[src/hdl/oms_pkg.sv]
// constants and types for the operation mode switch logic
package oms_pkg;

	// resolved operation modes, gray-coded along panel/net/ext
	typedef enum logic [1:0] {
		OMS_PANEL = 2'h0,
		OMS_NET   = 2'h1,
		OMS_EXT   = 2'h3,
		OMS_COMB  = 2'h2
	} oms_mode_e;

	// op_mode_select values
	localparam logic [3:0] OMS_OPSEL_0 = 4'h0;
	localparam logic [3:0] OMS_OPSEL_1 = 4'h1;
	localparam logic [3:0] OMS_OPSEL_2 = 4'h2;
	localparam logic [3:0] OMS_OPSEL_3 = 4'h3;
	localparam logic [3:0] OMS_OPSEL_4 = 4'h4;
	localparam logic [3:0] OMS_OPSEL_6 = 4'h6;
	localparam logic [3:0] OMS_OPSEL_7 = 4'h7;

	// startup_mode_select values
	localparam logic [3:0] OMS_START_0  = 4'h0;
	localparam logic [3:0] OMS_START_1  = 4'h1;
	localparam logic [3:0] OMS_START_10 = 4'hA;

	// input terminal function codes
	localparam logic [6:0] OMS_FUNC_NET_PU  = 7'h41;
	localparam logic [6:0] OMS_FUNC_NET_EXT = 7'h42;
	localparam logic [6:0] OMS_FUNC_INTLK   = 7'h0C;
	localparam logic [6:0] OMS_FUNC_PU_EXT  = 7'h10;

	// register map (byte addresses)
	localparam logic [7:0] OMS_ADDR_CFG    = 8'h00;
	localparam logic [7:0] OMS_ADDR_ASSIGN = 8'h04;
	localparam logic [7:0] OMS_ADDR_STATUS = 8'h08;

	// reset values
	localparam logic [31:0] OMS_CFG_RST    = 32'h0000_0000;
	localparam logic [31:0] OMS_ASSIGN_RST = 32'h0000_0000;

	// field positions in the cfg register
	localparam int OMS_CFG_OPSEL_LSB  = 0;
	localparam int OMS_CFG_START_LSB  = 4;
	localparam int OMS_CFG_CMDSRC_LSB = 8;

	// number of input terminals
	localparam int OMS_NUM_TERM = 4;

	localparam logic [1:0] OMS_RESP_OKAY   = 2'h0;
	localparam logic [1:0] OMS_RESP_SLVERR = 2'h2;

endpackage

[src/hdl/oms_top.sv]
// operation mode switch logic with axi4-lite settings port
`timescale 1ns/1ps
// Overview of operation
// - with selections 0,2,7 network moves only while stopped, except 7 forcing external.
// - selection 6 accepts mode changes while running, operation continues.
// - network/panel input asserted selects panel, deasserted selects network.
// - selection 7 switches only with interlock on, else forced external.
// - startup 10, selection 0, net_pu assigned: panel or network only, never external.
// - selection 1 fixed panel; selection 2 with startup 10 fixed network.
// - selections 3 and 4 fixed combined mode, network inputs ignored.
// - network/external asserted overrides a panel request to network.
// - pu_ext_switch deasserted turns network or external into panel.
// - command source 0 without option fitted turns network into panel.
// - selection 7, interlock on, startup 10, net_pu off: pu_ext gives external.
// - network/external input asserted selects network, deasserted external.
// - selection 2 toggles network and external only, never panel.
// - net_ext deasserted with net_pu assigned lets net_pu decide.
// - priority: selection, interlock, net_ext, net_pu, pu_ext, startup.
// - selection 7 with interlock on stops output in external mode.
// - startup defaults 0; 1 and 10 start network; 10 allows panel changes.
module oms_top (
	// clock and reset
	input  wire logic        aclk,
	input  wire logic        aresetn,
	// axi4-lite write address
	input  wire logic        s_axi_awvalid,
	output logic             s_axi_awready,
	input  wire logic [7:0]  s_axi_awaddr,
	input  wire logic [2:0]  s_axi_awprot,
	// axi4-lite write data
	input  wire logic        s_axi_wvalid,
	output logic             s_axi_wready,
	input  wire logic [31:0] s_axi_wdata,
	input  wire logic [3:0]  s_axi_wstrb,
	// axi4-lite write response
	output logic             s_axi_bvalid,
	input  wire logic        s_axi_bready,
	output logic [1:0]       s_axi_bresp,
	// axi4-lite read
	input  wire logic        s_axi_arvalid,
	output logic             s_axi_arready,
	input  wire logic [7:0]  s_axi_araddr,
	input  wire logic [2:0]  s_axi_arprot,
	output logic             s_axi_rvalid,
	input  wire logic        s_axi_rready,
	output logic [31:0]      s_axi_rdata,
	output logic [1:0]       s_axi_rresp,
	// input terminals
	input  wire logic [3:0]  term_in,
	// drive status
	input  wire logic        motor_running,
	input  wire logic        start_cmd,
	input  wire logic        option_fitted,
	// resolved mode
	output logic [1:0]       op_mode,
	output logic             output_stop_input
);

	// settings registers
	logic [31:0]        cfg_q, cfg_d;
	logic [31:0]        assign_q, assign_d;
	oms_pkg::oms_mode_e mode_q, mode_d;
	logic               stop_q, stop_d;

	// axi state
	logic               aw_hold_q, aw_hold_d;
	logic               w_hold_q, w_hold_d;
	logic [7:0]         awaddr_q, awaddr_d;
	logic [31:0]        wdata_q, wdata_d;
	logic [3:0]         wstrb_q, wstrb_d;
	logic               bvalid_q, bvalid_d;
	logic [1:0]         bresp_q, bresp_d;
	logic               rvalid_q, rvalid_d;
	logic [31:0]        rdata_q, rdata_d;
	logic [1:0]         rresp_q, rresp_d;

	// switching input decode
	logic [3:0]         func_hit [4];
	logic               net_pu_switch, net_ext_switch, pu_interlock, pu_ext_switch;
	logic               net_pu_present, net_ext_present, pu_interlock_present, pu_ext_present;
	oms_pkg::oms_mode_e target_mode;
	logic               free_switch;
	logic               stopped;
	logic [3:0]         opsel;

	// terminal code of one 8-bit assignment slot
	function automatic logic [6:0] slot_code(input logic [31:0] a, input int idx);
		slot_code = a[idx*8 +: 7];
	endfunction

	genvar gi;
	generate
		for (gi = 0; gi < oms_pkg::OMS_NUM_TERM; gi++) begin : g_term
			assign func_hit[0][gi] = (slot_code(assign_q, gi) == oms_pkg::OMS_FUNC_NET_PU);
			assign func_hit[1][gi] = (slot_code(assign_q, gi) == oms_pkg::OMS_FUNC_NET_EXT);
			assign func_hit[2][gi] = (slot_code(assign_q, gi) == oms_pkg::OMS_FUNC_INTLK);
			assign func_hit[3][gi] = (slot_code(assign_q, gi) == oms_pkg::OMS_FUNC_PU_EXT);
		end
	endgenerate

	always_comb begin
		net_pu_present       = |func_hit[0];
		net_ext_present      = |func_hit[1];
		pu_interlock_present = |func_hit[2];
		pu_ext_present       = |func_hit[3];
		net_pu_switch        = |(func_hit[0] & term_in);
		net_ext_switch       = |(func_hit[1] & term_in);
		pu_interlock         = |(func_hit[2] & term_in);
		pu_ext_switch        = |(func_hit[3] & term_in);
		opsel                = cfg_q[oms_pkg::OMS_CFG_OPSEL_LSB +: 4];
	end

	oms_resolve u_resolve (
		.op_mode_select       (opsel),
		.startup_mode_select  (cfg_q[oms_pkg::OMS_CFG_START_LSB +: 4]),
		.net_cmd_source_zero  (cfg_q[oms_pkg::OMS_CFG_CMDSRC_LSB +: 2] == 2'h0),
		.option_fitted        (option_fitted),
		.net_pu_switch        (net_pu_switch),
		.net_pu_present       (net_pu_present),
		.net_ext_switch       (net_ext_switch),
		.net_ext_present      (net_ext_present),
		.pu_interlock         (pu_interlock),
		.pu_interlock_present (pu_interlock_present),
		.pu_ext_switch        (pu_ext_switch),
		.pu_ext_present       (pu_ext_present),
		.target_mode          (target_mode),
		.free_switch          (free_switch)
	);

	// mode register
	always_comb begin
		stopped = !motor_running || !start_cmd;
		mode_d  = mode_q;
		if (opsel == oms_pkg::OMS_OPSEL_7 && pu_interlock_present && !pu_interlock) begin
			mode_d = oms_pkg::OMS_EXT;
		// change only while stopped unless free
		end else if (stopped || free_switch) begin
			mode_d = target_mode;
		end
		// output stop in external under interlock
		stop_d = (opsel == oms_pkg::OMS_OPSEL_7) && (!pu_interlock_present || pu_interlock)
			&& (mode_d == oms_pkg::OMS_EXT);
	end

	// axi4-lite slave
	always_comb begin
		aw_hold_d = aw_hold_q;
		w_hold_d  = w_hold_q;
		awaddr_d  = awaddr_q;
		wdata_d   = wdata_q;
		wstrb_d   = wstrb_q;
		bvalid_d  = bvalid_q;
		bresp_d   = bresp_q;
		rvalid_d  = rvalid_q;
		rdata_d   = rdata_q;
		rresp_d   = rresp_q;
		cfg_d     = cfg_q;
		assign_d  = assign_q;
		if (s_axi_awvalid && s_axi_awready) begin
			aw_hold_d = 1'b1;
			awaddr_d  = s_axi_awaddr;
		end
		if (s_axi_wvalid && s_axi_wready) begin
			w_hold_d = 1'b1;
			wdata_d  = s_axi_wdata;
			wstrb_d  = s_axi_wstrb;
		end
		if (aw_hold_q && w_hold_q && !bvalid_q) begin
			aw_hold_d = 1'b0;
			w_hold_d  = 1'b0;
			bvalid_d  = 1'b1;
			bresp_d   = oms_pkg::OMS_RESP_OKAY;
			if (awaddr_q == oms_pkg::OMS_ADDR_CFG) begin
				for (int i = 0; i < 4; i++) begin
					if (wstrb_q[i]) begin
						cfg_d[i*8 +: 8] = wdata_q[i*8 +: 8];
					end
				end
			end else if (awaddr_q == oms_pkg::OMS_ADDR_ASSIGN) begin
				for (int i = 0; i < 4; i++) begin
					if (wstrb_q[i]) begin
						assign_d[i*8 +: 8] = wdata_q[i*8 +: 8];
					end
				end
			end else if (awaddr_q != oms_pkg::OMS_ADDR_STATUS) begin
				bresp_d = oms_pkg::OMS_RESP_SLVERR;
			end
		end else if (bvalid_q && s_axi_bready) begin
			bvalid_d = 1'b0;
		end
		if (s_axi_arvalid && s_axi_arready) begin
			rvalid_d = 1'b1;
			rresp_d  = oms_pkg::OMS_RESP_OKAY;
			if (s_axi_araddr == oms_pkg::OMS_ADDR_CFG) begin
				rdata_d = cfg_q;
			end else if (s_axi_araddr == oms_pkg::OMS_ADDR_ASSIGN) begin
				rdata_d = assign_q;
			end else if (s_axi_araddr == oms_pkg::OMS_ADDR_STATUS) begin
				rdata_d = {23'h0, stopped, stop_q, term_in, 1'b0, mode_q};
			end else begin
				rdata_d = 32'h0000_0000;
				rresp_d = oms_pkg::OMS_RESP_SLVERR;
			end
		end else if (rvalid_q && s_axi_rready) begin
			rvalid_d = 1'b0;
		end
	end

	always_ff @(posedge aclk) begin
		if (!aresetn) begin
			cfg_q     <= oms_pkg::OMS_CFG_RST;
			assign_q  <= oms_pkg::OMS_ASSIGN_RST;
			mode_q    <= oms_pkg::OMS_EXT;
			stop_q    <= 1'b0;
			aw_hold_q <= 1'b0;
			w_hold_q  <= 1'b0;
			awaddr_q  <= 8'h00;
			wdata_q   <= 32'h0000_0000;
			wstrb_q   <= 4'h0;
			bvalid_q  <= 1'b0;
			bresp_q   <= 2'h0;
			rvalid_q  <= 1'b0;
			rdata_q   <= 32'h0000_0000;
			rresp_q   <= 2'h0;
		end else begin
			cfg_q     <= cfg_d;
			assign_q  <= assign_d;
			mode_q    <= mode_d;
			stop_q    <= stop_d;
			aw_hold_q <= aw_hold_d;
			w_hold_q  <= w_hold_d;
			awaddr_q  <= awaddr_d;
			wdata_q   <= wdata_d;
			wstrb_q   <= wstrb_d;
			bvalid_q  <= bvalid_d;
			bresp_q   <= bresp_d;
			rvalid_q  <= rvalid_d;
			rdata_q   <= rdata_d;
			rresp_q   <= rresp_d;
		end
	end

	always_comb begin
		s_axi_awready     = !aw_hold_q;
		s_axi_wready      = !w_hold_q;
		s_axi_arready     = !rvalid_q;
		s_axi_bvalid      = bvalid_q;
		s_axi_bresp       = bresp_q;
		s_axi_rvalid      = rvalid_q;
		s_axi_rdata       = rdata_q;
		s_axi_rresp       = rresp_q;
		op_mode           = mode_q;
		output_stop_input = stop_q;
	end

endmodule

[src/hdl/oms_resolve.sv]
// combinational mode resolver for the operation mode switch
`timescale 1ns/1ps
module oms_resolve (
	// settings
	input  wire logic [3:0]        op_mode_select,
	input  wire logic [3:0]        startup_mode_select,
	input  wire logic              net_cmd_source_zero,
	input  wire logic              option_fitted,
	// switching inputs and their presence
	input  wire logic              net_pu_switch,
	input  wire logic              net_pu_present,
	input  wire logic              net_ext_switch,
	input  wire logic              net_ext_present,
	input  wire logic              pu_interlock,
	input  wire logic              pu_interlock_present,
	input  wire logic              pu_ext_switch,
	input  wire logic              pu_ext_present,
	// result
	output oms_pkg::oms_mode_e     target_mode,
	output logic                   free_switch
);

	// network chosen on command source 0 but option missing falls back to panel
	function automatic oms_pkg::oms_mode_e net_or_panel(input logic cmd0, input logic fitted);
		net_or_panel = (cmd0 && !fitted) ? oms_pkg::OMS_PANEL : oms_pkg::OMS_NET;
	endfunction

	// panel/external by pu_ext_switch, absent input means external
	function automatic oms_pkg::oms_mode_e ext_or_panel(input logic pres, input logic sw);
		ext_or_panel = (pres && !sw) ? oms_pkg::OMS_PANEL : oms_pkg::OMS_EXT;
	endfunction

	logic intlk_on;
	logic start10;

	always_comb begin
		intlk_on    = !pu_interlock_present || pu_interlock;
		start10     = (startup_mode_select == oms_pkg::OMS_START_10);
		free_switch = (op_mode_select == oms_pkg::OMS_OPSEL_6);
		target_mode = oms_pkg::OMS_EXT;
		case (op_mode_select)
			oms_pkg::OMS_OPSEL_1: target_mode = oms_pkg::OMS_PANEL;
			oms_pkg::OMS_OPSEL_3, oms_pkg::OMS_OPSEL_4: target_mode = oms_pkg::OMS_COMB;
			default: begin
				if (op_mode_select == oms_pkg::OMS_OPSEL_7 && !intlk_on) begin
					target_mode = oms_pkg::OMS_EXT;
				end else if (op_mode_select == oms_pkg::OMS_OPSEL_2 && start10) begin
					target_mode = net_or_panel(net_cmd_source_zero, option_fitted);
				end else if (net_ext_present && net_ext_switch) begin
					target_mode = net_or_panel(net_cmd_source_zero, option_fitted);
				end else if (net_pu_present && (start10 || net_ext_present)
					&& op_mode_select != oms_pkg::OMS_OPSEL_2) begin
					if (net_pu_switch) begin
						target_mode = oms_pkg::OMS_PANEL;
					end else if (pu_ext_present && op_mode_select == oms_pkg::OMS_OPSEL_7) begin
						target_mode = pu_ext_switch ? oms_pkg::OMS_EXT : oms_pkg::OMS_PANEL;
					end else if (pu_ext_present && !pu_ext_switch) begin
						target_mode = oms_pkg::OMS_PANEL;
					end else begin
						target_mode = net_or_panel(net_cmd_source_zero, option_fitted);
					end
				end else if (op_mode_select == oms_pkg::OMS_OPSEL_2) begin
					target_mode = oms_pkg::OMS_EXT;
				end else if (pu_ext_present) begin
					target_mode = ext_or_panel(pu_ext_present, pu_ext_switch);
				end else if (startup_mode_select == oms_pkg::OMS_START_1 || start10) begin
					target_mode = net_or_panel(net_cmd_source_zero, option_fitted);
				end else begin
					target_mode = oms_pkg::OMS_EXT;
				end
			end
		endcase
	end

endmodule

[config.mk]
export PLATFORM = sky130hd
export DESIGN_NAME = oms_top
export DESIGN_NICKNAME = d
export VERILOG_FILES = /design/src/hdl/oms_pkg.sv /design/src/hdl/oms_top.sv /design/src/hdl/oms_resolve.sv
export SDC_FILE = /design/constraint.sdc
export NUM_CORES = 1
export LEC_CHECK = 0
export BUFFER_PORTS_ARGS = -buffer_cell sky130_fd_sc_hd__buf_2
export CAP_MARGIN = 20
export CORE_MARGIN = 2
export CORE_UTILIZATION = 35
export DETAILED_ROUTE_END_ITERATION = 8
export HOLD_SLACK_MARGIN = 0.12
export SYNTH_ARGS = -nofsm -noshare
export SYNTH_HDL_FRONTEND = slang
export SYNTH_SLANG_ARGS = --single-unit
export TNS_END_PERCENT = 10
[constraint.sdc]
create_clock -name aclk -period 5.25 [get_ports aclk]
set_clock_uncertainty 0.2 [all_clocks]
set_input_delay 0.525 -clock aclk [delete_from_list [all_inputs] [get_ports aclk]]
set_output_delay 0.525 -clock aclk [all_outputs]
set_load 0.05 [all_outputs]
==> results.sh <==
export IMPL_worst_path_max_delay_cell="nor4b_4"
export IMPL_fin_crit_ps=2400
export IMPL_synth_top_area_cell="dfxtp_1"
export IMPL_critPathLaunchType="register"
export IMPL_slew_limit_headroom=0.376
export IMPL_hold_viol=0
export IMPL_rows=49
export IMPL_dr_pass1_iters=5
export IMPL_antenna_left=0
export IMPL_clock_fmax_mhz=416
export IMPL_ys_types=57
export IMPL_cts_made_buffers=17
export IMPL_core_mm2=0.0180
export IMPL_hold_path_class="input port to register"
export IMPL_critPathKind="register to register"
export IMPL_post_drt_via_cell_ratio=5.02
export IMPL_wl_per_cell_um=15.0
export IMPL_cp_required_ps=5330
export IMPL_timing_hold_ws_ps=134
export IMPL_synthTopCellsByArea="dfxtp_1 (47%), mux2i_1 (7.5%), nand2_1 (7.4%)"
export IMPL_setup_violations=0
export IMPL_synth_ff_type="dfxtp_1"
export IMPL_ys_top_cells_by_count="dfxtp_1 (149), nand2_1 (126), nor2_1 (94)"
export IMPL_ctsHoldBuffers=8
export IMPL_dieArea_mm2=0.0194
export IMPL_wl_um=16200
export IMPL_setup_tns_ps=0
export IMPL_synth_most_common_cell="dfxtp_1"
export IMPL_htreeDepth=4
export IMPL_insertion_delay_ps=430
export IMPL_ys_warn_count=0
export IMPL_finalCritPeriodShare=0.458
export IMPL_dpl_hpwl_um=11000
export IMPL_cts_path_max_buffers=2
export IMPL_antenna_cells=0
export IMPL_crit_chain="inv_2, or3_1, nor4b_4, nand2_2, mux2i_1, nor2_1"
export IMPL_cts_resized=0
export IMPL_first_global_vias=5044
export IMPL_worst_path_buf_inv=1
export IMPL_synth_top_cell_area_share=0.465
export IMPL_power_total_w=0.00259
export IMPL_cp_top_family="simple AND/OR/NAND/NOR gates"
export IMPL_initial_utilization=0.357
export IMPL_slew_viol_final=0
export IMPL_area_delta_synth_final_pct=21.4
export IMPL_chipWidth_um=139
export IMPL_nets=913
export IMPL_endpoint_kind="register"
export IMPL_cap_violations=0
export IMPL_syn_cell_area_mm2=0.00641
export IMPL_port_buffers=107
export IMPL_async_reset_ff_frac=0
export IMPL_p_leak_nw=3.22
export IMPL_drt_initial_drc_count=301
export IMPL_irDropWorstVdd_uv=218
export IMPL_drc=0
export IMPL_ys_seq_elements=149
export IMPL_clkSlewWorstSetupHoldPaths_ps=60
export IMPL_grt_overflow=0
export IMPL_fill_cells=1839
export IMPL_status="completed"
export IMPL_worst_path_max_fanout=8
export IMPL_p_per_area_mw_per_mm2=333
export IMPL_syn_inst=748
export IMPL_rsz0062_at_grt="false"
export IMPL_grt_max_degree=95
export IMPL_vias=5442
export IMPL_worstPathArrival_ps=2480
export IMPL_place_gp_congestion=0.827
export IMPL_slowest_delay_ps=540
export IMPL_cts_root_buf="clkbuf_16"
export IMPL_syn_avg_cell_area_um2=8.57
export IMPL_synth_edf_count=0
export IMPL_fp_dieH_um=139
export IMPL_layout_drive_gt1_share=0.219
export IMPL_clkSinkCount=149
export IMPL_yosysSeqAreaShare=0.465
export IMPL_grt_antenna_before_repair=0
export IMPL_cts_setup_buffers=0
export IMPL_grt_pass1_wl_um=26300
export IMPL_worstMarginPinSlew_ps=936
export IMPL_ios=116
export IMPL_cts_tree="yes"
export IMPL_grt_use_total=0.169
[cell type report]
class	instances	area [um2]	share of cell area
multi-input combinational	546	3210	0.413
sequential	149	2980	0.383
timing repair buffer	121	661	0.0849
clock buffer	20	457	0.0587
tap	229	287	0.0368
clock inverter	12	154	0.0198
inverter	6	25.0	0.00322
[flip-flops by register name, indices dropped and copies added, names as in the netlist]
register	cells
output_stop_input	1
awaddr_q	8
cfg_q	32
s_axi_rdata	32
wstrb_q	4
op_mode	2
aw_hold_q	1
wdata_q	32
s_axi_rvalid	1
w_hold_q	1
s_axi_bvalid	1
s_axi_rresp	1
s_axi_bresp	1
assign_q	32
[metrics by stage]
step	worst slack (ps)	instances	utilization	area, um2
floorplan	2900	749	-	6410
global placement	2780	1043	0.395	7090
detailed placement	2750	1043	0.395	7090
CTS	2790	1083	0.433	7780
global route	2650	1083	0.433	7780
finish	2850	1083	0.433	7780
[cell usage in the layout, fill, tap and decap left out, types with 3 or more instances in the layout]
cell,instances
nor2_1,94
dlygate4sd3_1,8
clkinv_4,3
nor2b_1,7
nor4_4,3
nand3_1,40
a21oi_1,79
bufinv_16,3
nor4_1,3
mux2i_1,48
mux2_2,24
nor3b_1,3
o2111ai_1,4
inv_1,4
nor3_1,4
nand2_1,126
clkbuf_16,17
nor4b_1,3
buf_2,107
nand4_1,17
o21ai_0,9
nand2_2,4
clkinvlp_4,3
a22oi_1,33
dfxtp_1,149
clkinv_2,3
and2_1,3
buf_4,6
[logic make-up after synthesis]
| logic type | Yosys count | synth area share |
|---|---|---|
| DFF | 149 | 0.465 |
| buffers and inverters | 54 | 0.0351 |
| AOI/OAI and AO/OA | 139 | 0.131 |
| other | 1 | 0.000585 |
| muxes | 72 | 0.117 |
| and+or+nand+nor | 333 | 0.251 |
[power breakdown]
part	total [W]	internal, W	switching (W)
registers	0.00118	0.00116	0.0000245
clock network	0.00125	0.000771	0.000475
logic	0.000167	0.0000578	0.000109
total	0.00259	0.00198	0.000609
[layer usage]
metal | GRT usage | wire [um] | vias up
li1 | - | - | 2808
met2 | 0.258 | 7390 | 116
met3 | 0.0413 | 929 | 15
met5 | 0 | 0 | -
met4 | 0.0622 | 229 | 0
met1 | 0.231 | 7690 | 2503
[worst paths after layout]
kind | depth (start not counted) | startpoint | slack (ps) | end
max | 6 | w_hold_q | 2850 | assign_q[11]
min | 3 | s_axi_wdata[7] | 130 | wdata_q[7]
max reg2reg | 6 | w_hold_q | 2850 | assign_q[11]
min reg2reg | 2 | cfg_q[30] | 250 | cfg_q[30]
[worst register-to-register path, cell delays in order, from the launching register on]
cell     delay, ps
dfxtp_1        370
inv_2           60
or3_1          490
nor4b_4        550
nand2_2        320
mux2i_1        220
nor2_1          50
Power figures use the tool's default switching activity.
